## src/common/link_frame_pkg.sv

```systemverilog
// Package of constants and carriers for the link frame address framer
// How it works
// - Six-bit first subscriber code, lowest bit first; zero code is rejected.
// - Every frame and header opens and closes with flag 01111110.
// - Header: flag, two info octets, 32-bit check, flag; frames follow.
// - Source octet: command/response in bit 0, seven-bit source above it.
// - Destination octet: extension bit 0 continues, 1 ends; address above.
// - Destination list holds one to sixteen addresses, all lengths handled.
// - Single-octet addressing always; four-octet optional; one format per net.
// - Four-octet address is marker 126 then four octets; others single octet.
// - Marker carries command/response at source, extension at destinations.
// - Four-octet list ends at first octet or marker with extension set.
// - On scheduler expiry resend unsent concatenation, else build a new one.
// - Higher precedence frame arriving while unsent forces a rebuild.
// - Synchronous net must offer adaptive priority and random access delay.
// - Information frames only in connection mode; never in other operations.
// - Unacknowledged and acknowledged connectionless operation always supported.
// - Station class A to D selects supported operation types.
// - First subscriber sits in bits 4 to 9 when type bits select priority.
// - Single-octet individual addresses lie in range 4 to 95.
// - Values 96 to 125 recognised as group; ignored if groups unsupported.
package link_frame_pkg;
   localparam logic [7:0] FLAG_OCTET      = 8'h7E;
   localparam logic [6:0] MARKER_VALUE    = 7'h7E;
   localparam logic [6:0] GLOBAL_VALUE    = 7'h7F;
   localparam logic [6:0] INDIV_LOW       = 7'h04;
   localparam logic [6:0] INDIV_HIGH      = 7'h5F;
   localparam logic [6:0] GROUP_LOW       = 7'h60;
   localparam logic [6:0] GROUP_HIGH      = 7'h7D;
   localparam logic [31:0] FOUR_OCT_MIN   = 32'h00000080;
   localparam int          MAX_DEST       = 16;
   localparam logic [4:0]  MAX_DEST_CNT   = 5'h10;
   // Field bit 0 is the first T-bit, so "10" is a one in bit 0
   localparam logic [1:0]  TBITS_PRIORITY = 2'h1;
   localparam int          FSN_POS        = 4;
   localparam logic [1:0]  MARK_BYTES     = 2'h3;

   typedef enum logic [1:0] {
      CLASS_A = 2'b00, CLASS_B = 2'b01, CLASS_C = 2'b10, CLASS_D = 2'b11
   } station_class_t;

   typedef enum logic [1:0] {
      OP_UNACK = 2'b00, OP_CONN = 2'b01, OP_ACK = 2'b10, OP_DECOUPLED = 2'b11
   } op_type_t;

   typedef enum logic [1:0] {
      ACC_RANDOM = 2'b00, ACC_ADAPTIVE = 2'b01, ACC_HYBRID = 2'b10, ACC_PRIO = 2'b11
   } access_mode_t;

   typedef enum logic [1:0] {
      ADDR_RESERVED = 2'b00, ADDR_INDIV = 2'b01, ADDR_GROUP = 2'b10, ADDR_OTHER = 2'b11
   } addr_kind_t;

   typedef struct packed {
      logic       valid;
      logic       sof;
      logic       eof;
      logic [7:0] data;
   } octet_t;

   typedef struct packed {
      logic       four_octet;
      logic       group_en;
      logic       sync_mode;
      station_class_t st_class;
      access_mode_t   access;
   } link_cfg_t;
endpackage

```

## src/link_frame_address_framer.sv

```systemverilog
// Address field parser, header queue encoder and concatenation scheduler
`timescale 1ns/100ps
module link_frame_address_framer (
   input  wire logic                       clk_i,
   input  wire logic                       sys_rst_i,
   input  wire link_frame_pkg::link_cfg_t  cfg_i,
   input  wire link_frame_pkg::octet_t     rx_octet_i,
   input  wire logic [6:0]                 own_addr_i,
   input  wire logic [31:0]                own_addr32_i,
   input  wire logic [5:0]                 first_subscriber_i,
   input  wire logic [1:0]                 link_prec_i,
   input  wire logic                       frame_is_info_i,
   input  wire logic                       sched_expire_i,
   input  wire logic                       conc_sent_i,
   input  wire logic                       hi_prec_frame_i,
   output logic                            addr_done_o,
   output logic                            addr_error_o,
   output logic                            for_me_o,
   output logic                            group_seen_o,
   output logic                            response_o,
   output logic [6:0]                      source_addr_o,
   output logic [4:0]                      dest_count_o,
   output logic                            frame_reject_o,
   output logic [9:0]                      queue_field_o,
   output logic                            fsn_error_o,
   output logic                            access_ok_o,
   output logic                            op_allowed_o,
   output logic                            resend_req_o,
   output logic                            build_req_o,
   output logic                            rebuild_req_o
);
   // -----------------------------------------
   // Address classification
   // -----------------------------------------
   function automatic link_frame_pkg::addr_kind_t kind_of(input logic [6:0] a);
      if (a >= link_frame_pkg::INDIV_LOW && a <= link_frame_pkg::INDIV_HIGH)
         kind_of = link_frame_pkg::ADDR_INDIV;
      else if (a >= link_frame_pkg::GROUP_LOW && a <= link_frame_pkg::GROUP_HIGH)
         kind_of = link_frame_pkg::ADDR_GROUP;
      else if (a == 7'h00)
         kind_of = link_frame_pkg::ADDR_RESERVED;
      // Values 1 to 3 are special and share ADDR_OTHER with global;
      // they never match this station on their own.
      else
         kind_of = link_frame_pkg::ADDR_OTHER;
   endfunction

   function automatic logic supports(input link_frame_pkg::station_class_t c,
                                     input link_frame_pkg::op_type_t o);
      unique case (o)
         link_frame_pkg::OP_UNACK,
         link_frame_pkg::OP_ACK:       supports = 1'b1;
         link_frame_pkg::OP_CONN:      supports = (c == link_frame_pkg::CLASS_B) ||
                                                  (c == link_frame_pkg::CLASS_D);
         link_frame_pkg::OP_DECOUPLED: supports = (c == link_frame_pkg::CLASS_C) ||
                                                  (c == link_frame_pkg::CLASS_D);
      endcase
   endfunction

   // -----------------------------------------
   // Input synchronisation
   // -----------------------------------------
   // Octet stream and pins come from the radio side, so two stages each.
   // Config, own addresses and queue inputs come from logic on this
   // clock, so they are read directly.
   link_frame_pkg::octet_t octet_s1, octet;
   logic [2:0] pin_s1, pin_s2;
   always_ff @(posedge clk_i or posedge sys_rst_i) begin
      if (sys_rst_i) begin
         octet_s1 <= '0;
         octet    <= '0;
         pin_s1   <= 3'h0;
         pin_s2   <= 3'h0;
      end else begin
         octet_s1 <= rx_octet_i;
         octet    <= octet_s1;
         pin_s1   <= {sched_expire_i, conc_sent_i, hi_prec_frame_i};
         pin_s2   <= pin_s1;
      end
   end
   logic expire, sent, hi_prec;
   assign {expire, sent, hi_prec} = pin_s2;

   // -----------------------------------------
   // Address parser
   // -----------------------------------------
   typedef enum logic [2:0] {
      ST_IDLE   = 3'b000,
      ST_SOURCE = 3'b001,
      ST_SRC4   = 3'b010,
      ST_DEST   = 3'b011,
      ST_DEST4  = 3'b100,
      ST_BODY   = 3'b101
   } parse_state_t;

   parse_state_t state;
   logic [1:0]   byte_idx;
   logic [31:0]  addr_acc;
   logic         last_dest;
   logic [4:0]   next_count;
   logic [6:0]   oval;
   logic         obit;
   assign oval = octet.data[7:1];
   assign obit = octet.data[0];
   assign next_count = dest_count_o + 5'h01;

   // Frame starts on sof after the opening flag; octets handed in are
   // already stripped of flags, so sof marks the source octet.
   // Flag hunting and check sequence live in the bit engine; this
   // block sees every octet between the flags and holds in ST_BODY after the address.
   always_ff @(posedge clk_i or posedge sys_rst_i) begin
      if (sys_rst_i) begin
         state         <= ST_IDLE;
         byte_idx      <= 2'h0;
         addr_acc      <= 32'h0;
         last_dest     <= 1'b0;
         addr_done_o   <= 1'b0;
         addr_error_o  <= 1'b0;
         for_me_o      <= 1'b0;
         group_seen_o  <= 1'b0;
         response_o    <= 1'b0;
         source_addr_o <= 7'h00;
         dest_count_o  <= 5'h00;
      end else begin
         addr_done_o <= 1'b0;
         if (octet.valid && octet.sof) begin
            for_me_o      <= 1'b0;
            group_seen_o  <= 1'b0;
            addr_error_o  <= 1'b0;
            dest_count_o  <= 5'h00;
            response_o    <= obit;
            source_addr_o <= oval;
            byte_idx      <= 2'h0;
            if (cfg_i.four_octet && oval == link_frame_pkg::MARKER_VALUE)
               state <= ST_SRC4;
            else
               state <= ST_DEST;
         end else if (octet.valid) begin
            unique case (state)
               ST_IDLE, ST_BODY, ST_SOURCE: state <= state;
               ST_SRC4: begin
                  byte_idx <= byte_idx + 2'h1;
                  if (byte_idx == link_frame_pkg::MARK_BYTES)
                     state <= ST_DEST;
               end
               ST_DEST: begin
                  dest_count_o <= next_count;
                  if (cfg_i.four_octet && oval == link_frame_pkg::MARKER_VALUE) begin
                     last_dest <= obit;
                     byte_idx  <= 2'h0;
                     addr_acc  <= 32'h0;
                     state     <= ST_DEST4;
                  end else begin
                     unique case (kind_of(oval))
                        link_frame_pkg::ADDR_INDIV:
                           if (!cfg_i.four_octet && oval == own_addr_i)
                              for_me_o <= 1'b1;
                        link_frame_pkg::ADDR_GROUP:
                           group_seen_o <= cfg_i.group_en;
                        // Reserved zero is skipped yet still counts toward sixteen
                        link_frame_pkg::ADDR_RESERVED: for_me_o <= for_me_o;
                        link_frame_pkg::ADDR_OTHER:
                           if (oval == link_frame_pkg::GLOBAL_VALUE)
                              for_me_o <= 1'b1;
                     endcase
                     if (obit) begin
                        addr_done_o <= 1'b1;
                        state       <= ST_BODY;
                     end else if (next_count == link_frame_pkg::MAX_DEST_CNT) begin
                        addr_error_o <= 1'b1;
                        state        <= ST_BODY;
                     end
                  end
               end
               ST_DEST4: begin
                  byte_idx <= byte_idx + 2'h1;
                  // Octets arrive most significant first, so shift in from the right
                  addr_acc <= {addr_acc[23:0], octet.data};
                  if (byte_idx == link_frame_pkg::MARK_BYTES) begin
                     // Reserved four-octet values are never a station match
                     if ({addr_acc[23:0], octet.data} == own_addr32_i &&
                         own_addr32_i >= link_frame_pkg::FOUR_OCT_MIN)
                        for_me_o <= 1'b1;
                     if (last_dest) begin
                        addr_done_o <= 1'b1;
                        state       <= ST_BODY;
                     end else if (dest_count_o == link_frame_pkg::MAX_DEST_CNT) begin
                        addr_error_o <= 1'b1;
                        state        <= ST_BODY;
                     end else begin
                        state <= ST_DEST;
                     end
                  end
               end
               default: state <= ST_IDLE;
            endcase
         end
         if (octet.valid && octet.eof)
            state <= ST_IDLE;
      end
   end

   // -----------------------------------------
   // Operation checks
   // -----------------------------------------
   // Information frames belong to connection mode only.
   // Classes A and C refuse them; B and D accept.
   // The refusal pulse trails the done pulse by one cycle.
   always_ff @(posedge clk_i or posedge sys_rst_i) begin
      if (sys_rst_i) begin
         frame_reject_o <= 1'b0;
         op_allowed_o   <= 1'b0;
         access_ok_o    <= 1'b0;
      end else begin
         frame_reject_o <= addr_done_o && frame_is_info_i &&
                           !supports(cfg_i.st_class, link_frame_pkg::OP_CONN);
         op_allowed_o   <= supports(cfg_i.st_class, link_frame_pkg::OP_DECOUPLED);
         access_ok_o    <= !cfg_i.sync_mode ||
                           cfg_i.access == link_frame_pkg::ACC_RANDOM ||
                           cfg_i.access == link_frame_pkg::ACC_ADAPTIVE;
      end
   end

   // -----------------------------------------
   // Transmission queue field
   // -----------------------------------------
   always_ff @(posedge clk_i or posedge sys_rst_i) begin
      if (sys_rst_i) begin
         queue_field_o <= 10'h000;
         fsn_error_o   <= 1'b0;
      end else begin
         // Bit 0 of the code is the subscriber's lowest bit, placed at field bit 4
         // A zero code still lands in the field; the error flag tells the
         // sender to hold the header back rather than send an illegal slot.
         queue_field_o <= {first_subscriber_i, link_prec_i,
                           link_frame_pkg::TBITS_PRIORITY};
         fsn_error_o   <= (first_subscriber_i == 6'h00);
      end
   end

   // -----------------------------------------
   // Concatenation scheduler
   // -----------------------------------------
   // Expiry wins over a same-cycle sent report so no build is lost.
   // A rebuild request repeats each cycle the higher precedence level stays,
   // so the upper layer acts on its first cycle and ignores the rest.
   logic pending;
   always_ff @(posedge clk_i or posedge sys_rst_i) begin
      if (sys_rst_i) begin
         pending       <= 1'b0;
         resend_req_o  <= 1'b0;
         build_req_o   <= 1'b0;
         rebuild_req_o <= 1'b0;
      end else begin
         resend_req_o  <= 1'b0;
         build_req_o   <= 1'b0;
         rebuild_req_o <= 1'b0;
         if (expire) begin
            if (pending && !sent) begin
               resend_req_o <= 1'b1;
            end else begin
               build_req_o <= 1'b1;
               pending     <= 1'b1;
            end
         end else if (sent) begin
            pending <= 1'b0;
         end
         if (pending && !sent && hi_prec)
            rebuild_req_o <= 1'b1;
      end
   end
endmodule

```

## config.mk

```make
export PLATFORM = sky130hd
export DESIGN_NAME = link_frame_address_framer
export DESIGN_NICKNAME = d
export VERILOG_FILES = /design/src/common/link_frame_pkg.sv /design/src/link_frame_address_framer.sv
export SDC_FILE = /design/constraint.sdc
export NUM_CORES = 1
export LEC_CHECK = 0
export BUFFER_PORTS_ARGS = -buffer_cell sky130_fd_sc_hd__buf_4
export CORE_ASPECT_RATIO = 0.7
export CORE_MARGIN = 1
export CORE_UTILIZATION = 30
export DETAILED_ROUTE_END_ITERATION = 8
export PLACE_DENSITY = 0.6
export REMOVE_ABC_BUFFERS = 1
export SLEW_MARGIN = 20
export SYNTH_ARGS = -nofsm -noshare
export SYNTH_HDL_FRONTEND = slang
export SYNTH_SLANG_ARGS = --single-unit
```

## constraint.sdc

```tcl
create_clock -name clk_i -period 2.44 [get_ports clk_i]
set_input_delay 0.122 -clock clk_i [delete_from_list [all_inputs] [get_ports clk_i]]
set_output_delay 0.122 -clock clk_i [all_outputs]
set_load 0.1 [all_outputs]
```

==> flow_summary.toml <==
[cts]
ctsResizeCount = 0
clock-sinks = 92
cts_buffers = 9
clk_latency_ps = 340
root_buffer = "clkbuf_16"
cts_htree_levels = 3
clk_path_buf_depth = 2
tritoncts = "built"
clk_pin_slew_ps = 60

[timing]
fin_skew_ps = 9.87
max-slew-margin-rel = 0.583
period_needed_ps = 2050
setup_viol = 0
tightest_slew_ps = 625
hold_viol_final = 0
grt_setup_unrepaired = "false"
fmax_ghz = 0.487
drv_slew = 0
finalCritPeriodShare = 0.841

[placement]
gp_congestion = 0.887
place_hpwl_mm = 7.42
io_buffers = 102
place_inst = 587

[synth]
synth_edf_count = 0
yosys.area.top_type = "dfrtp_1"
postSynthCellCount = 331
yosys_warnings = 0
yosysTopAreaCellShare = 0.589
syn_area_sq_um = 3910
synthTopCellsByCount = "dfrtp_1 (92), nand2_1 (38), xnor2_1 (33)"
syn_avg_cell_area_sq_um = 11.8
synthArstFlopShare = 1.00
ys_ff_latch = 92
synth_cell_types = 52
yosysMostFrequentCell = "dfrtp_1"
synthTopCellsByArea = "dfrtp_1 (59%), xnor2_1 (7.4%), a22o_1 (5.4%)"
synth_ff_type = "dfrtp_1"
ys_seq_area_frac = 0.589

[floorplanning]
die_w_um = 138
die-area_sq_um = 13500
io_pins = 105
core_sq_um = 12500
row_count = 34
start_util = 0.312
fp.dieH_um = 97.5

[route]
drtAntennaViolNets = 0
drc = 8
dr_wl_met3_um = 942
vias = 2989
dr_wl_met2_mm = 4.21
viasPerCell = 4.74
wl_met1_mm = 4.82
drt_iter0_markers = 166
wl_per_cell_um = 15.8
first_pass_iters = 6
routed.top_layer = "met4"
totalWireLength_mm = 10.0

[worst_setup_path]
cpMaxStageDelayCell = "dfrtp_1"
crit_buf_inv = 2
startpoint = "dest_count_o[0]$_DFFE_PP0P_"
r2r_setup_slack_ps = 390
cp.arrival_ps = 2330
cp_slowest_stage_delay_ps = 480
r2r_end = "state[1]$_DFFE_PP0P_"
end_kind = "flip-flop"
rr_worst_depth = 8
cp-start-kind = "flip-flop"
crit_family = "simple AND/OR/NAND/NOR gates"
required_ps = 2720
crit_fanout = 8
critPathKind = "reg2reg"
path_cells = "inv_1 > ha_1 > nor4bb_1 > buf_4 > or4b_1 > a21oi_1 > a2bb2oi_1 > mux2_1"
timing.rr.start = "dest_count_o[0]$_DFFE_PP0P_"

[power]
p_total_w = 0.00453
p_leak_nw = 2.48
ir_drop_mv = 0.428
p_per_area_nw_per_um2 = 833

[status]
violations = "DRC"
outcome = "finished, violations left"

[global_route]
antenna_found_initial = 0
grt_pass1_wl_mm = 16.3
grtUsageTotal = 0.156
grt_max_degree = 37
grt_pass1_vias = 3121
grt_overflow_total = 0

[cells_and_area]
utilization = 0.433
drive_gt1_frac = 0.301
num-fill-cells = 1182
multi_input_area_sq_um = 1490
final_nets = 538
final_cells = 631
syn_to_final_growth_pct = 39.1
antenna_cells = 0
seq_area_sq_um = 2300

[job]
drv_cap = 0

[hold_path]
hp-start = "cfg_i[5]"
hold_path_end = "group_seen_o$_DFFE_PP0P_"
holdPathStages = 3
hp-class = "in2reg"
==> worst reg2reg max path: stages (launching register included) <==
cell       delay [ps]
dfrtp_1           480
inv_1              80
ha_1              190
nor4bb_1          130
buf_4             150
or4b_1            480
a21oi_1           190
a2bb2oi_1         170
mux2_1            140
==> per-stage QoR <==
step           instance area [sq um]  worst slack (ps)  hold WS, ps  setup TNS, ps
2_1_floorplan                   3820             -74.0          153          -6800
3_3_place_gp                    4860               472          211              0
3_5_place_dp                    4860               416          220              0
4_1_cts                         5440               397         58.6              0
5_1_grt                         5440               242         91.8              0
6_report                        5440               389         73.4              0
==> state kept, by name, summed over array words and instances, names as in the netlist, 2 cells and up <==
register,cells
pin_s2,3
state,3
octet_s1,11
pin_s1,3
byte_idx,2
queue_field_o,9
addr_acc,24
octet,10
dest_count_o,5
source_addr_o,7
==> worst max-delay path by stage <==
stage | slack [ps] | cells after the start | endpoint
2_1_floorplan | -70 | 1 | access_ok_o$_DFF_PP0_
3_3_place_gp | 470 | 8 | state[1]$_DFFE_PP0P_
3_5_place_dp | 420 | 8 | state[1]$_DFFE_PP0P_
4_1_cts | 400 | 8 | state[1]$_DFFE_PP0P_
5_1_grt | 240 | 8 | state[1]$_DFFE_PP0P_
6_report | 390 | 8 | state[1]$_DFFE_PP0P_
==> final cells by class <==
type / instances / area share
flip-flops and latches: 92 / 0.423
multi-input cells: 213 / 0.273
inverters: 9 / 0.00644
clock buffers: 10 / 0.0421
repair buffers: 139 / 0.205
well taps: 162 / 0.0373
clock inverters: 6 / 0.0131
==> cells in the final DEF, fill, tap and decap left out, drive strengths merged, types with 11 or more instances in the layout <==
| master | count |
|---|---|
| a22o | 24 |
| buf | 111 |
| o21ai | 11 |
| nand2 | 38 |
| dlygate4sd3 | 28 |
| xnor2 | 33 |
| dfrtp | 92 |
| nor2 | 11 |
| nor4 | 11 |
==> cell families (layout without fill, tap and decap cells) <==
kind of cell	count (synthesis)	after routing	share of synthesized area
AO/OA/AOI/OAI	56	56	0.106
buffers and inverters	26	164	0.0314
XOR/XNOR	41	41	0.0918
multiplexers	6	6	0.0179
flip-flops	92	92	0.589
adder cells (fa/ha/maj)	3	3	0.00960
other	2	2	0.00192
AND/OR/NAND/NOR	105	105	0.152
==> report_power, final <==
| group | switching [W] | internal [W] | total, W |
|---|---|---|---|
| clock network | 0.000595 | 0.000805 | 0.00140 |
| logic | 0.000764 | 0.000446 | 0.00121 |
| registers | 0.000215 | 0.00171 | 0.00192 |
| total | 0.00157 | 0.00296 | 0.00453 |
==> per-layer routing <==
metal / vias to the layer above / global-route usage
met2: 112 / 0.219
met1: 1447 / 0.224
met3: 6 / 0.0601
met5: - / 0
li1: 1424 / -
met4: 0 / 0.0380
==> what timing repair did <==
action | in CTS | in global routing
setup buffers | 0 | 0
endpoints found under the hold margin | 59 | 0
hold buffers | 28 | 0
No activity file was read; power rests on OpenSTA's default activity.
